--- src/adc_regs_defines.svh ---
// register offsets, reset values, field positions and polynomials of the status bank
`ifndef ADC_REGS_DEFINES_SVH
`define ADC_REGS_DEFINES_SVH

`define OFS_DEVICE_IDENTIFICATION   8'h00
`define OFS_DEVICE_STATUS           8'h01
`define OFS_OPERATING_CONFIGURATION 8'h02
`define OFS_INT_STATUS              8'h10
`define OFS_INT_MASK                8'h11

`define RST_DEVICE_STATUS           16'h0500
`define RST_OPERATING_CONFIGURATION 16'h0510
`define OPERATING_CONFIG_WR_MASK    16'h3FFF

`define CHANNEL_QUANTITY            4'h8

`define CFG_MAP_CRC_EN              13
`define CFG_RX_CRC_EN               12
`define CFG_POLY_SEL                11
`define CFG_RESET_SEEN              10
`define CFG_WORD_SIZE_HI            9
`define CFG_WORD_SIZE_LO            8

`define INT_REALIGN                 0
`define INT_MAP_FAULT               1
`define INT_RX_CRC                  2
`define INT_NEW_SAMPLE              3
`define INT_LOCK_CHANGE             4

`define POLY_CCITT                  16'h1021
`define POLY_ANSI                   16'h8005
`define CRC_SEED                    16'hFFFF

`endif

--- src/adc_regs_pkg.sv ---
// types shared by the status register bank
package adc_regs_pkg;

	typedef struct packed {
		logic [7:0]  addr;
		logic [15:0] wdata;
		logic        wr;
		logic        rd;
	} bus_req_s;

	typedef struct packed {
		logic        lock_cmd;
		logic        unlock_cmd;
		logic        rx_frame_done;
		logic        rx_crc_bad;
		logic        ext_cfg_wr;
		logic [15:0] ext_cfg_word;
		logic [7:0]  ch_new_sample;
		logic [7:0]  ch_read;
	} core_events_s;

	typedef struct packed {
		logic [15:0] cfg;
		logic        lock;
		logic        realign;
		logic        map_fault;
		logic        rx_crc_err;
		logic [7:0]  new_sample;
		logic [15:0] crc_ref;
		logic        crc_armed;
		logic [4:0]  int_status;
		logic [4:0]  int_mask;
		logic [15:0] rd_data;
		logic        irq;
	} bank_state_s;

	typedef struct packed {
		logic s1;
		logic s2;
		logic s3;
		logic level;
		logic fall;
	} pin_sync_s;

endpackage

--- src/pin_sync.sv ---
// three-stage synchroniser with agreement filter and falling-edge pulse
`timescale 1ns/100ps
module pin_sync (
	// clock and reset
	input  wire logic clk_sys,
	input  wire logic rst_n,
	// asynchronous pin
	input  wire logic pin_in,
	// filtered level and falling-edge pulse
	output logic      level,
	output logic      fall
);
	adc_regs_pkg::pin_sync_s st_r;
	adc_regs_pkg::pin_sync_s st_nxt;

	always_comb begin
		st_nxt       = st_r;
		st_nxt.s1    = pin_in;
		st_nxt.s2    = st_r.s1;
		st_nxt.s3    = st_r.s2;
		st_nxt.fall  = 1'b0;
		// a change counts only once stages two and three agree
		if (st_r.s2 == st_r.s3) begin
			st_nxt.level = st_r.s3;
			st_nxt.fall  = st_r.level & ~st_r.s3;
		end
	end

	always_ff @(posedge clk_sys or negedge rst_n) begin
		if (!rst_n) begin
			st_r <= '{s1: 1'b1, s2: 1'b1, s3: 1'b1, level: 1'b1, fall: 1'b0};
		end else begin
			st_r <= st_nxt;
		end
	end

	assign level = st_r.level;
	assign fall  = st_r.fall;
endmodule

--- src/map_crc16.sv ---
// combinational 16-bit checksum over the configuration image
`include "adc_regs_defines.svh"
`timescale 1ns/100ps
module map_crc16 (
	// image and polynomial choice
	input  wire logic [31:0] image,
	input  wire logic        poly_sel,
	// checksum
	output logic      [15:0] crc
);
	function automatic logic [15:0] crc_step(input logic [15:0] c, input logic b, input logic [15:0] poly);
		logic fb;
		fb = c[15] ^ b;
		return fb ? ({c[14:0], 1'b0} ^ poly) : {c[14:0], 1'b0};
	endfunction

	always_comb begin
		logic [15:0] acc;
		logic [15:0] poly;
		acc  = `CRC_SEED;
		poly = poly_sel ? `POLY_ANSI : `POLY_CCITT;
		for (int i = 31; i >= 0; i--) begin
			acc = crc_step(acc, image[i], poly);
		end
		crc = acc;
	end
endmodule

--- src/adc_status_bank.sv ---
// identification, status and configuration register bank with interrupt logic
`include "adc_regs_defines.svh"
`timescale 1ns/100ps
module adc_status_bank #(
	parameter logic [3:0] IDENT_UPPER  = 4'h3,
	parameter logic [7:0] IDENT_LOWER  = 8'hA5
) (
	// clock and reset
	input  wire logic                      clk_sys,
	input  wire logic                      rst_n,
	// register port
	input  wire adc_regs_pkg::bus_req_s    bus_req,
	output logic [15:0]                    rd_data,
	// converter core events
	input  wire adc_regs_pkg::core_events_s core_ev,
	// asynchronous realign pin, active low
	input  wire logic                      realign_pin_n,
	// configuration seen by the rest of the device
	output logic [15:0]                    cfg_word,
	output logic [1:0]                     sample_word_size,
	// interrupt
	output logic                           irq
);
	adc_regs_pkg::bank_state_s st_r;
	adc_regs_pkg::bank_state_s st_nxt;

	logic        realign_level;
	logic        realign_fall;
	logic [15:0] map_crc;
	logic [15:0] ident_word;
	logic [15:0] status_word;
	logic [4:0]  int_events;

	// arbitrary identification values, not those of any real part
	localparam logic [3:0] IDENT_UPPER_L = IDENT_UPPER;

	pin_sync u_realign_sync (
		.clk_sys (clk_sys),
		.rst_n   (rst_n),
		.pin_in  (realign_pin_n),
		.level   (realign_level),
		.fall    (realign_fall)
	);

	map_crc16 u_map_crc (
		.image    ({st_r.cfg, core_ev.ext_cfg_word}),
		.poly_sel (st_r.cfg[`CFG_POLY_SEL]),
		.crc      (map_crc)
	);

	function automatic logic hit(input adc_regs_pkg::bus_req_s r, input logic [7:0] ofs);
		return r.addr == ofs;
	endfunction

	assign ident_word = {IDENT_UPPER_L, `CHANNEL_QUANTITY, IDENT_LOWER};

	assign status_word = {
		st_r.lock,
		st_r.realign,
		st_r.map_fault,
		st_r.rx_crc_err,
		st_r.cfg[`CFG_POLY_SEL],
		st_r.cfg[`CFG_RESET_SEEN],
		st_r.cfg[`CFG_WORD_SIZE_HI:`CFG_WORD_SIZE_LO],
		st_r.new_sample
	};

	always_comb begin
		logic       status_rd;
		logic       map_event;
		logic       rx_event;
		logic       cfg_wr;
		logic [15:0] wval;
		status_rd = bus_req.rd && hit(bus_req, `OFS_DEVICE_STATUS);
		cfg_wr    = bus_req.wr && hit(bus_req, `OFS_OPERATING_CONFIGURATION);
		wval      = bus_req.wdata & `OPERATING_CONFIG_WR_MASK;
		map_event = 1'b0;
		rx_event  = 1'b0;
		st_nxt    = st_r;

		// configuration register writes
		if (cfg_wr) begin
			wval[`CFG_RESET_SEEN] = st_r.cfg[`CFG_RESET_SEEN] & bus_req.wdata[`CFG_RESET_SEEN];
			st_nxt.cfg = wval;
		end

		if (core_ev.lock_cmd) begin
			st_nxt.lock = 1'b1;
		end else if (core_ev.unlock_cmd) begin
			st_nxt.lock = 1'b0;
		end

		// realign flag, set beats read clear
		if (status_rd) begin
			st_nxt.realign = 1'b0;
		end
		if (realign_fall) begin
			st_nxt.realign = 1'b1;
		end

		if (!st_r.cfg[`CFG_MAP_CRC_EN]) begin
			st_nxt.crc_armed = 1'b0;
			st_nxt.map_fault = 1'b0;
		end else if (cfg_wr) begin
			// new image only settles next cycle, re-arm then
			st_nxt.crc_armed = 1'b0;
		end else if (core_ev.ext_cfg_wr || !st_r.crc_armed) begin
			st_nxt.crc_armed = 1'b1;
			st_nxt.crc_ref   = map_crc;
		end else if (map_crc != st_r.crc_ref) begin
			st_nxt.map_fault = 1'b1;
			st_nxt.crc_ref   = map_crc;
			map_event        = 1'b1;
		end

		// error flag, set beats read clear
		rx_event = st_r.cfg[`CFG_RX_CRC_EN] && core_ev.rx_frame_done && core_ev.rx_crc_bad;
		if (status_rd) begin
			st_nxt.rx_crc_err = 1'b0;
		end
		if (rx_event) begin
			st_nxt.rx_crc_err = 1'b1;
		end

		// cleared by channel readout, set wins
		st_nxt.new_sample = (st_r.new_sample & ~core_ev.ch_read) | core_ev.ch_new_sample;

		// interrupt status, write one to clear, set wins
		int_events = '0;
		int_events[`INT_REALIGN]     = realign_fall;
		int_events[`INT_MAP_FAULT]   = map_event;
		int_events[`INT_RX_CRC]      = rx_event;
		int_events[`INT_NEW_SAMPLE]  = |core_ev.ch_new_sample;
		int_events[`INT_LOCK_CHANGE] = (core_ev.lock_cmd & ~st_r.lock)
			| (~core_ev.lock_cmd & core_ev.unlock_cmd & st_r.lock);
		if (bus_req.wr && hit(bus_req, `OFS_INT_STATUS)) begin
			st_nxt.int_status = st_r.int_status & ~bus_req.wdata[4:0];
		end
		st_nxt.int_status = st_nxt.int_status | int_events;
		if (bus_req.wr && hit(bus_req, `OFS_INT_MASK)) begin
			st_nxt.int_mask = bus_req.wdata[4:0];
		end
		st_nxt.irq = |(st_nxt.int_status & st_nxt.int_mask);

		// read data one cycle after the strobe, zero otherwise
		st_nxt.rd_data = '0;
		if (bus_req.rd) begin
			case (bus_req.addr)
				`OFS_DEVICE_IDENTIFICATION: begin
					st_nxt.rd_data = ident_word;
				end
				`OFS_DEVICE_STATUS: begin
					st_nxt.rd_data = status_word;
				end
				`OFS_OPERATING_CONFIGURATION: begin
					st_nxt.rd_data = st_r.cfg;
				end
				`OFS_INT_STATUS: begin
					st_nxt.rd_data = {11'h000, st_r.int_status};
				end
				`OFS_INT_MASK: begin
					st_nxt.rd_data = {11'h000, st_r.int_mask};
				end
				default: begin
					st_nxt.rd_data = '0;
				end
			endcase
		end
	end

	always_ff @(posedge clk_sys or negedge rst_n) begin
		if (!rst_n) begin
			// reset flag comes from cfg reset
			st_r            <= '0;
			st_r.cfg        <= `RST_OPERATING_CONFIGURATION;
		end else begin
			st_r <= st_nxt;
		end
	end

	assign rd_data          = st_r.rd_data;
	assign cfg_word         = st_r.cfg;
	assign sample_word_size = st_r.cfg[`CFG_WORD_SIZE_HI:`CFG_WORD_SIZE_LO];
	assign irq              = st_r.irq;
endmodule

--- config.mk ---
export PLATFORM = sky130hd
export DESIGN_NAME = adc_status_bank
export DESIGN_NICKNAME = d
export VERILOG_FILES = /design/src/adc_regs_pkg.sv /design/src/pin_sync.sv /design/src/map_crc16.sv /design/src/adc_status_bank.sv
export VERILOG_INCLUDE_DIRS = /design/src /design/src/src
export SDC_FILE = /design/constraint.sdc
export NUM_CORES = 1
export LEC_CHECK = 0
export ABC_AREA = 0
export BUFFER_PORTS_ARGS = -buffer_cell sky130_fd_sc_hd__buf_2
export CAP_MARGIN = 20
export CORE_AREA = 2 2 120 122
export CTS_CLUSTER_SIZE = 20
export DETAILED_ROUTE_END_ITERATION = 8
export DIE_AREA = 0 0 122 124
export PLACE_DENSITY = 0.71
export REMOVE_ABC_BUFFERS = 1
export SLEW_MARGIN = 20
export SYNTH_ARGS = -nofsm -noshare
export SYNTH_HDL_FRONTEND = slang
export SYNTH_SLANG_ARGS = --single-unit
--- constraint.sdc ---
create_clock -name clk_sys -period 6.55 [get_ports clk_sys]
set_input_delay 0.655 -clock clk_sys [delete_from_list [all_inputs] [get_ports clk_sys]]
set_output_delay 0.655 -clock clk_sys [all_outputs]
set_load 0.01 [all_outputs]
Word level (Yosys, flattened, before mapping)
Cells that the tools add are included.
{"block": "classes", "n_addsub": 0, "multipliers": 0, "n_div": 0, "n_lt_le_gt_ge": 0, "n_eq_ne": 10, "shift": 0, "n_mux": 55, "bitwise_logic": 79, "reduce_logical": 17}
{"op": "$mux 16", "count": 35}
{"op": "$xor 16x16->16", "count": 31}
{"op": "$pmux 16 s5", "count": 1}
{"op": "$xor 1x1->1", "count": 30}
{"op": "$mux 1", "count": 17}
{"op": "$eq 8x5->1 const B", "count": 2}
{"op": "$ne 16x16->1", "count": 1}
{"op": "$not 15->15", "count": 1}
{"op": "$and 5x5->5", "count": 2}
{"op": "$mux 5", "count": 2}
{"op": "$and 8x8->8", "count": 1}
{"op": "$eq 8x1->1 const B", "count": 1}
{"op": "$eq 8x2->1 const B", "count": 1}
{"op": "$logic_not 8->1", "count": 1}
{"op": "$not 8->8", "count": 1}
{"op": "$or 8x8->8", "count": 1}
{"op": "$reduce_bool 2->1", "count": 4}
{"op": "$reduce_or 8->1", "count": 1}
{"op": "$logic_and 1x1->1", "count": 6}
{"op": "$reduce_and 3->1", "count": 2}
{"op": "$and 1x1->1", "count": 5}
{"op": "$not 5->5", "count": 1}
{"op": "$or 5x5->5", "count": 1}
{"op": "$reduce_or 5->1", "count": 1}
{"op": "8 further kinds", "count": 12}
{"block": "word_totals", "ff_bits": 75, "latch_bits": 0, "ram_bits": 0, "romBits": 0, "inputBits": 66, "output_inout_bits": 35, "word_cells": 178, "memories": 0}

Logic depth before layout (Yosys ltp)
Gate-level depths: netlist of the first run.
{"block": "logic_depth", "depth_word": 72, "depth_mapped": 18, "ltp_nobuf": 14}

Hierarchy
From an unflattened synthesis of the first run, not the netlist that was laid out.
{"block": "hier_totals", "hier_cells": 595, "hier_area_um2": 6432.4}
{"module": "adc_status_bank", "n_inst": 1, "cells_each": 277, "area_per_inst_um2": 3305.7, "seq_area_each_um2": 1755.4}
{"module": "map_crc16", "n_inst": 1, "cells_each": 311, "area_per_inst_um2": 2977.9, "seq_area_each_um2": 0.0}
{"module": "pin_sync", "n_inst": 1, "cells_each": 7, "area_per_inst_um2": 148.9, "seq_area_each_um2": 130.1}

Worst setup path before layout of the first run
OpenSTA, ideal clock, no wires.
{"block": "synth_timing", "kind": "reg-to-reg", "from": "register st_r (netlist bit cfg_word[8])", "to": "register st_r (netlist bit irq)", "setup_time_ns": 0.140, "arrival_ns": 4.750, "required_ns": 6.410, "path_slack_ns": 1.660, "path_stages_with_launch": 16, "n_path_buf": 1, "synth_period_minus_slack_ns": 4.890, "cell_sequence": "dfstp_2 > xnor3_2 > xnor3_2 > buf_6 > nor3b_1 > a2111oi_4 > a32oi_2 > xnor2_4 > xor2_4 > a21oi_2 > xnor2_4 > xnor3_1 > or4b_1 > or4_4 > nand3_2 > o211ai_1"}
{"item": "from (decl)", "line_no": "adc_status_bank.sv:24", "rtl": "adc_regs_pkg::bank_state_s st_r;"}
{"item": "from (signal assigned)", "line_no": "adc_status_bank.sv:177", "rtl": "st_r <= st_nxt;"}

==> results of run 1 <==
## flip-flops by register name, indices dropped and copies added, names as in the netlist
| name | cells |
|---|---|
| u_realign_sync.st_nxt | 2 |
| st_r | 39 |
| rd_data | 16 |
| cfg_word | 14 |
| u_realign_sync.st_r | 1 |
| u_realign_sync.fall | 1 |
| irq | 1 |
| u_realign_sync.level | 1 |
## cell usage in the layout (no fill, tap or decap), types with 21 or more instances in the layout
| master | instances |
|---|---|
| a21oi_1 | 27 |
| buf_2 | 95 |
| dfrtp_1 | 67 |
| inv_1 | 21 |
| mux2_2 | 23 |
| nand2_1 | 38 |
| nor2_1 | 44 |
| xnor2_1 | 96 |
| xnor3_1 | 33 |
| xor2_1 | 47 |
## final timing paths
| kind | end | slack, ps | cells after the start |
|---|---|---|---|
| worst max-delay path | irq | 890 | 14 |
| worst min-delay path | st_r[36] | 190 | 1 |
| worst max register to register | irq | 890 | 14 |
| worst min register to register | u_realign_sync.st_nxt[2] | 360 | 0 |
| max in group asynchronous | cfg_word[11] | 5330 | 2 |
| min in group clk_sys | u_realign_sync.st_nxt[2] | 360 | 0 |
## critical path, cell delays in order (launching register included)
cell and delay [ps]:
dfrtp_1 680, xnor3_2 490, xnor3_1 460, a21oi_1 310
xnor3_1 480, xor2_1 210, xnor2_1 550, xor2_1 260
xnor2_1 140, o21ai_0 220, a222oi_1 400, or4b_1 540
or4_4 560, nand3_2 100, o211ai_1 90
## power by group
group / leakage [nW] / switching [mW] / internal [mW]
clock network: 0.148 / 0.218 / 0.298
registers: 0.936 / 0.0708 / 0.528
logic: 2.45 / 1.02 / 1.08
## metal layers
layer  GRT usage [%]  routed length, um  up-vias
li1                -                  -     2289
met1            29.4               7170     2357
met2            39.2               7940      165
met3            5.13               1070       28
met4            8.48                441        0
met5               0                  0        -
## layout make-up
type,count,share of cell area (%)
diodes,1,0.0336
clock buffers,9,3.02
clock inverters,7,1.02
inverters,23,1.16
multi-input cells,491,59.4
flip-flops and latches,75,25.3
well taps,180,3.02
repair buffers,101,6.98
## stage by stage
step                setup WS (ps)  hold slack, ps  total power, mW  utilization (%)  area [um^2]
floorplan                     495             345             2.28                -         6400
global placement             1100             347             2.61             52.1         7150
detailed placement            975             352             2.68             52.1         7150
CTS                           968             193             3.21             54.3         7450
global route                  667             210             3.42             54.3         7450
finish                        890             191             3.21             54.3         7450
## kinds of logic after synthesis
| kind of cell | share of synthesized area, % |
|---|---|
| buffers and inverters | 7.38 |
| AO/OA/AOI/OAI | 10.4 |
| other | 0.0550 |
| flip-flops | 27.7 |
| AND/OR/NAND/NOR | 10.6 |
| adder cells (fa/ha/maj) | 0.294 |
| XOR/XNOR | 35.7 |
| multiplexers | 7.97 |
==> metrics.md, run 1 <==
| Metric | Value |
|---|---|
| Unique masters post-synth | 69 |
| Ys async rst share | 100% |
| Crit share post-route | 86.4% |
| Routed len/inst | 18.7 um |
| Area growth, synth to finish | 9.36% |
| Commonest cells post-synth | xnor2_1, dfrtp_1, xor2_1, nor2_1, nand2_1 |
| Synthesized cell area | 0.00681 mm^2 |
| Crit path max fanout | 10 |
| Max VDD drop | 0.225 mV |
| Dpl cells | 870 |
| GPL Wtd Cong | 0.903 |
| Mean cell area of the mapped netlist | 10.4 um^2 |
| Critical Path RT | 6750 ps |
| Crit end category | flip-flop |
| IO buf count | 96 |
| Clock sink count | 75 |
| Final nets | 767 |
| Sequential share of the synthesized area | 27.7% |
| Drt first-iter violations | 343 |
| YS warnings | 0 |
| Worst Hold Class | input pin to asynchronous set/reset pin |
| Register area | 0.00189 mm^2 |
| Pwr/cell area | 431 mW/mm^2 |
| Dominant synthesized flop cell | dfrtp_1 |
| Width of the die | 122 um |
| Vias | 4839 |
| Worst-margin pin slew | 933 ps |
| Initial antenna violation count | 1 |
| Relative slew slack | 37.6% |
| Post-cts sizing count | 0 |
| Status | finished, final reports clean |
| Max_cap viols | 0 |
| Num CTS Buffers | 9 |
| Synth Register Bits | 75 |
| I/O pins | 101 |
| Setup Skew | 7.48 ps |
| Post-DP HPWL | 12600 um |
| Filler cells | 1226 |
| ANT nets after route | 0 |
| Post-CTS Setup Inserts | 0 |
| DRT Pass-1 Iters | 6 |
| WP data arrival | 5860 ps |
| # setup viols final | 0 |
| H-tree Lvls | 3 |
| Clock Latency Late Sink | 350 ps |
| First-pass GRT wire length | 26500 um |
| Final Max Tran Viols | 0 |
| DRT Wirelength | 16600 um |
| Clk root buf | clkbuf_16 |
| Final Non-Filler Cells | 887 |
| # hold bufs at CTS | 0 |
| Largest net degree at the start of global routing | 53 |
| Kind of critical path | flip-flop to flip-flop |
| Grt total ovfl | 0 |
| Critical R2R Launch | cfg_word[7] |
| Core Region | 0.0137 mm^2 |
| Die ar. | 0.0151 mm^2 |
| Footprint of the multi-input gates | 0.00443 mm^2 |
| Most frequent cell after synthesis | xnor2_1 |
| Cell taking the most area after synthesis | dfrtp_1 |
| Routed vias/inst | 5.46 |
| Share of layout cells above drive strength 1 | 25.6% |
| Max Clk Rate | 177 MHz |
| EDFF count, synth | 0 |
| RSZ-0062 raised after global routing | no |
| Clock transition at path regs | 60 ps |
| Vias in the first global route | 5011 |
| CP startpoint | cfg_word[7] |
| CTS max path bufs | 2 |
| Final min period | 5660 ps |
| Chip height | 124 um |
| Cells after Synth | 656 |
| Pleak | 3.53 nW |
| Top cells by area, synth | dfrtp_1, xnor2_1, xnor3_1, xor2_1, buf_4 |
| Starting Density | 49.7% |
| Total negative slack | 0 ps |
| DRC | 0 |
| Number of core rows | 43 |
| CTS tree | yes |
| Synth top area share | 25.0% |
| CP Launch Type | flip-flop |
| Final Hold Violating Endpoints | 0 |
| Overall Global Routing Usage | 23.2% |
Note: power is estimated with default switching activity, not from simulation.
==> run 2, diff against run 1 <==
- RECOVER_POWER: unset -> 50
==> run 2 against run 1 <==
Net effect:
- the flow now finishes with violations (capacitance limit, slew limit)
- combinational power hardly changed
- count of clock-buffer cells in the layout stayed put
- clock skew hardly changed
- worst hold slack better by 170 ps
- global-route usage stayed put
- critical path depth stayed put
- highest routed layer unchanged
==> metrics.md, run 2 (synthesis results as in run 1) <==
| Metric | Value |
|---|---|
| Post-CTS Setup Inserts | 0 (unchanged) |
| I/O pins | 101 (unchanged) |
| Final core occ | 54.2% (was 54.3%) |
| Max Clk Rate | 177 MHz (about the same) |
| Starting Density | 49.7% (unchanged) |
| Dpl cells | 870 (unchanged) |
| Drt first-iter violations | 342 (was 343) |
| Worst-margin pin slew | 2850 ps (was 933 ps) |
| Total power | 3.21 mW (about the same) |
| Worst Hold Path EP | u_realign_sync.st_nxt[2] |
| Crit share post-route | 86.3% (was 86.4%) |
| CP Launch Type | flip-flop (unchanged) |
| Post-cts sizing count | 0 (unchanged) |
| WHS Path Cells | 0 |
| CTS tree | yes (unchanged) |
| CP top delay family | XOR/XNOR gates (unchanged) |
| # setup viols final | 0 (unchanged) |
| Commonest non-fill, non-tap cells in the layout | xnor2_1, buf_2, dfrtp_1, xor2_1, nor2_1 (unchanged) |
| Setup Skew | 7.48 ps (about the same) |
| Critical Path RT | 6750 ps (about the same) |
| Cells along the critical path | xnor3_2 > xnor3_1 > a21oi_1 > xnor3_1 > xor2_1 > xnor2_1 > xor2_1 > xnor2_1 > o21ai_0 > a222oi_1 > or4b_1 > or4_4 > nand3_2 > o211ai_1 (unchanged) |
| Routed len/inst | 18.7 um (about the same) |
| GPL Wtd Cong | 0.903 (unchanged) |
| Max reg flops | 39 (unchanged) |
| Top reg by flops | st_r (unchanged) |
| Clock Latency Late Sink | 350 ps (about the same) |
| DRT Pass-1 Iters | 7 (was 6) |
| Width of the die | 122 um (unchanged) |
| Final Non-Filler Cells | 887 (unchanged) |
| Final Max Tran Viols | 53 (was 0) |
| Grt total ovfl | 0 (unchanged) |
| Dpl cell area | 0.00715 mm^2 (unchanged) |
| ANT nets after route | 0 (unchanged) |
| DRT Wirelength | 16600 um (about the same) |
| Worst Hold Class | flip-flop to flip-flop (was input pin to asynchronous set/reset pin) |
| R2R cell count | 14 (unchanged) |
| Max_cap viols | 1 (was 0) |
| CP max stage cell | dfrtp_1 (unchanged) |
| Clock transition at path regs | 60 ps (about the same) |
| CP max stage delay | 690 ps (was 680 ps) |
| First-pass GRT wire length | 26500 um (unchanged) |
| Fin area | 0.00744 mm^2 (was 0.00745 mm^2) |
| Routed vias/inst | 5.48 (was 5.46) |
| Final nets | 767 (unchanged) |
| Chip height | 124 um (unchanged) |
| Die ar. | 0.0151 mm^2 (unchanged) |
| CTS max path bufs | 2 (unchanged) |
| Worst path depth | 14 (unchanged) |
| CP startpoint | cfg_word[7] (unchanged) |
| Worst flop-to-flop path endpoint | irq (unchanged) |
| Flop2flop setup slack | 900 ps (was 890 ps) |
| Worst slack, placed | 975 ps (unchanged) |
| Footprint of the multi-input gates | 0.00443 mm^2 (unchanged) |
| Number of core rows | 43 (unchanged) |
| Failing checks | capacitance limit, slew limit |
| Overall Global Routing Usage | 23.2% (unchanged) |
| Clock sink count | 75 (unchanged) |
| Crit path max fanout | 10 (unchanged) |
| # hold bufs at CTS | 0 (unchanged) |
| Critical R2R Launch | cfg_word[7] (unchanged) |
| Pwr/cell area | 432 mW/mm^2 (was 431 mW/mm^2) |
| Pleak | 3.51 nW (was 3.53 nW) |
| Post-DP HPWL | 12600 um (unchanged) |
| Kind of critical path | flip-flop to flip-flop (unchanged) |
| Relative slew slack | -90.1% (was 37.6%) |
| Crit end category | flip-flop (unchanged) |
| Vias in the first global route | 5011 (unchanged) |
| Vias | 4857 (was 4839) |
| Core Region | 0.0137 mm^2 (unchanged) |
| Commonest non-fill, non-tap cell in the layout | xnor2_1 (unchanged) |
| HP Start | u_realign_sync.st_nxt[3] |
| Area growth, synth to finish | 9.22% (was 9.36%) |
| Max VDD drop | 0.225 mV (about the same) |
| Final Hold Violating Endpoints | 0 (unchanged) |
| Status | complete, but fails checks (was finished, final reports clean) |
| Setup ws final | 896 ps (was 890 ps) |
| Total negative slack | 0 ps (unchanged) |
| Register area | 0.00189 mm^2 (unchanged) |
| Num CTS Buffers | 9 (unchanged) |
| Hold WS | 364 ps (was 191 ps) |
| Crit path buffers/inverters | 0 (unchanged) |
| Clk root buf | clkbuf_16 (unchanged) |
| IO buf count | 96 (unchanged) |
| H-tree Lvls | 3 (unchanged) |
| Final min period | 5650 ps (was 5660 ps) |
| RSZ-0062 raised after global routing | no (unchanged) |
| Initial antenna violation count | 1 (unchanged) |
| Largest net degree at the start of global routing | 53 (unchanged) |
| WP data arrival | 5850 ps (was 5860 ps) |
| Share of layout cells above drive strength 1 | 24.8% (was 25.6%) |
| DRC | 0 (unchanged) |
| Filler cells | 1232 (was 1226) |
run 2: cell type report:
| cell class | instances | area share (%) |
|---|---|---|
| multi-input combinational | 491 | 59.5 |
| inverter | 23 | 1.16 |
| sequential | 75 | 25.4 |
| tap | 180 | 3.03 |
| clock inverter | 7 | 1.03 |
| antenna | 1 | 0.0336 |
| clock buffer | 9 | 3.03 |
| timing repair buffer | 101 | 6.86 |
run 2: worst max-delay path by stage:
| stage | end | slack [ps] |
|---|---|---|
| 5_1_grt | st_r[37] | 670 |
| 4_1_cts | st_r[37] | 970 |
| 3_3_place_gp | irq | 1100 |
| 6_report | irq | 900 |
| 3_5_place_dp | st_r[37] | 970 |
| 2_1_floorplan | st_r[37] | 490 |
run 2: worst reg2reg max path, delay by kind of cell, from the launching register on:
kind | cells | cell delay (ps)
XOR/XNOR | 7 | 2590
AND/OR/NAND/NOR | 3 | 1200
AO/OA/AOI/OAI | 4 | 1030
flip-flops | 1 | 690
run 2: report_power, final:
group / internal, mW / switching [mW] / leakage (nW) / total, mW
sequential: 0.527 / 0.0705 / 0.934 / 0.598
combinational: 1.08 / 1.02 / 2.43 / 2.10
clock: 0.298 / 0.218 / 0.148 / 0.517
run 2: per-layer routing:
layer	wire [um]	vias to the layer above	track usage (%)
li1	-	2290	-
met1	7140	2358	29.4
met2	7930	179	39.2
met3	1100	30	5.13
met4	455	0	8.48
met5	0	-	0
==> run 3, diff against run 2 <==
- CORE_AREA: 2 2 120 122 -> 2 2 143 103
- DIE_AREA: 0 0 122 124 -> 0 0 145 105
==> run 3 against run 2 <==
Net effect:
- the flow still finishes with violations (capacitance limit, slew limit)
- via count increased by 2.0%
- sequential power about the same
- critical path type unchanged
- setup slack got worse by 200 ps
- clock skew decreased by 0.99 ps
- sequential cell count unchanged
- non-clock buffer count increased by 6
- cell area increased by 1.2%
- fmax decreased by 3.5%
- sequential share of layout area decreased by 0.30 points
- register-to-register slack got worse by 200 ps
- critical path depth decreased by 1
- die area increased by 0.64%
==> metrics.md, run 3 (synthesis results as in run 1) <==
| Metric | Value |
|---|---|
| Final nets | 773 (was 767) |
| Clk root buf | clkbuf_16 (unchanged) |
| CP Launch Type | flip-flop (unchanged) |
| RSZ-0062 raised after global routing | no (unchanged) |
| Clk pwr share | 16.7% (was 16.1%) |
| Top reg by flops | st_r (unchanged) |
| # hold bufs at CTS | 0 (unchanged) |
| Num CTS Buffers | 9 (unchanged) |
| Pleak | 3.56 nW (was 3.51 nW) |
| Max_cap viols | 1 (unchanged) |
| Pwr/cell area | 443 mW/mm^2 (was 432 mW/mm^2) |
| WP data arrival | 6080 ps (was 5850 ps) |
| Crit path max fanout | 27 (was 10) |
| Sw frac | 41.1% (was 40.7%) |
| Overall Global Routing Usage | 23.5% (was 23.2%) |
| IO buf count | 96 (unchanged) |
| # setup viols final | 0 (unchanged) |
| ANT cells | 0 (was 1) |
| Max VDD drop | 0.246 mV (was 0.225 mV) |
| H-tree Lvls | 3 (unchanged) |
| DRC | 0 (unchanged) |
| Seq pwr share | 17.8% (was 18.6%) |
| I/O pins | 101 (unchanged) |
| Dpl cell area | 0.00721 mm^2 (was 0.00715 mm^2) |
| Largest net degree at the start of global routing | 76 (was 53) |
| Relative slew slack | -174% (was -90.1%) |
| DRT Wirelength | 17500 um (was 16600 um) |
| Fin area | 0.00753 mm^2 (was 0.00744 mm^2) |
| Grt total ovfl | 0 (unchanged) |
| Drt first-iter violations | 418 (was 342) |
| Final Max Tran Viols | 76 (was 53) |
| CTS max path bufs | 2 (unchanged) |
| Max Clk Rate | 171 MHz (was 177 MHz) |
| Number of core rows | 36 (was 43) |
| Area growth, synth to finish | 10.5% (was 9.22%) |
| Post-CTS Setup Inserts | 0 (unchanged) |
| Commonest non-fill, non-tap cell in the layout | xnor2_1 (unchanged) |
| Max reg flops | 39 (unchanged) |
| Clock transition at path regs | 70 ps (was 60 ps) |
| Kind of critical path | flip-flop to flip-flop (unchanged) |
| Clock sink count | 75 (unchanged) |
| Worst-margin pin slew | 4110 ps (was 2850 ps) |
| Routed vias/inst | 5.49 (was 5.48) |
| Die ar. | 0.0152 mm^2 (was 0.0151 mm^2) |
| Final Non-Filler Cells | 902 (was 887) |
| R2R cell count | 13 (was 14) |
| Status | complete, but fails checks (unchanged) |
| GPL Wtd Cong | 0.920 (was 0.903) |
| Setup Skew | 6.49 ps (was 7.48 ps) |
| Post-DP HPWL | 13500 um (was 12600 um) |
| ANT nets after route | 0 (unchanged) |
| First-pass GRT wire length | 27800 um (was 26500 um) |
| Routed len/inst | 19.4 um (was 18.7 um) |
| Worst Hold Class | flip-flop to flip-flop (unchanged) |
| Commonest non-fill, non-tap cells in the layout | xnor2_1, buf_2, dfrtp_1, xor2_1, nor2_1 (unchanged) |
| Dpl cells | 886 (was 870) |
| Comb power frac | 65.5% (was 65.3%) |
| Core Region | 0.0137 mm^2 (about the same) |
| Final min period | 5860 ps (was 5650 ps) |
| Critical Path RT | 6780 ps (was 6750 ps) |
| CTS tree | yes (unchanged) |
| Starting Density | 49.6% (was 49.7%) |
| Pint | 1.97 mW (was 1.90 mW) |
| Vias | 4954 (was 4857) |
| Crit share post-route | 89.4% (was 86.3%) |
| Crit end category | flip-flop (unchanged) |
| Clock Latency Late Sink | 340 ps (was 350 ps) |
| Chip height | 105 um (was 124 um) |
| DRT Pass-1 Iters | 5 (was 7) |
| Post-cts sizing count | 0 (unchanged) |
| Vias in the first global route | 5052 (was 5011) |
| Sw power | 1.37 mW (was 1.31 mW) |
| Initial antenna violation count | 0 (was 1) |
| Width of the die | 145 um (was 122 um) |
| Total negative slack | 0 ps (unchanged) |
| Share of layout cells above drive strength 1 | 25.4% (was 24.8%) |
| Final Hold Violating Endpoints | 0 (unchanged) |
| WHS Path Cells | 0 (unchanged) |
| Failing checks | capacitance limit, slew limit (unchanged) |
-- run 3: routing by layer --
| layer | routed length (um) | global-route usage (%) |
|---|---|---|
| met1 | 8610 | 36.4 |
| met2 | 7440 | 34.4 |
| met3 | 1200 | 3.93 |
| met4 | 212 | 5.30 |
| met5 | 0 | 0 |
-- run 3: area by class of cell --
| type | count | area, um^2 |
|---|---|---|
| inverters | 23 | 86.3 |
| well taps | 190 | 238 |
| multi-input cells | 491 | 4430 |
| flip-flops and latches | 75 | 1890 |
| clock inverters | 7 | 106 |
| repair buffers | 107 | 559 |
| fillers | 1209 | 6210 |
| clock buffers | 9 | 225 |
-- run 3: path summary, 6_finish.rpt --
| path | start | to | slack, ps |
|---|---|---|---|
| max reg2reg | cfg_word[11] | st_r[35] | 690 |
| max | cfg_word[11] | st_r[35] | 690 |
| min in group asynchronous | rst_n | st_r[55] | 1750 |
| max in group asynchronous | rst_n | cfg_word[11] | 2200 |
| min | u_realign_sync.st_nxt[3] | u_realign_sync.st_nxt[2] | 370 |
| min reg2reg | u_realign_sync.st_nxt[3] | u_realign_sync.st_nxt[2] | 370 |
-- run 3: stage by stage --
stage | utilization [%] | setup WS (ps) | total power, mW | hold slack [ps]
floorplan | - | 495 | 2.28 | 345
global placement | 52.4 | 1020 | 2.69 | 348
detailed placement | 52.4 | 891 | 2.75 | 360
CTS | 54.9 | 883 | 3.32 | 368
global route | 54.8 | 529 | 3.54 | 376
finish | 54.8 | 693 | 3.34 | 370
-- run 3: worst max-delay path, cell delays in order, from the launching register on --
cell,delay (ps)
dfrtp_2,420
inv_1,800
mux2i_1,290
xnor2_2,550
inv_1,270
xnor3_1,650
xnor3_2,480
a21oi_1,460
xnor3_1,280
or4b_1,660
nor2_1,190
a21oi_2,90
buf_4,230
mux2_1,330
-- run 3: power by group through the flow --
stage | logic (mW) | clock network (mW) | registers [mW]
2_1_floorplan | 1.69 | 0 | 0.590
3_3_place_gp | 2.10 | 0 | 0.596
3_5_place_dp | 2.15 | 0 | 0.601
4_1_cts | 2.16 | 0.568 | 0.593
5_1_grt | 2.35 | 0.587 | 0.602
6_report | 2.19 | 0.558 | 0.595
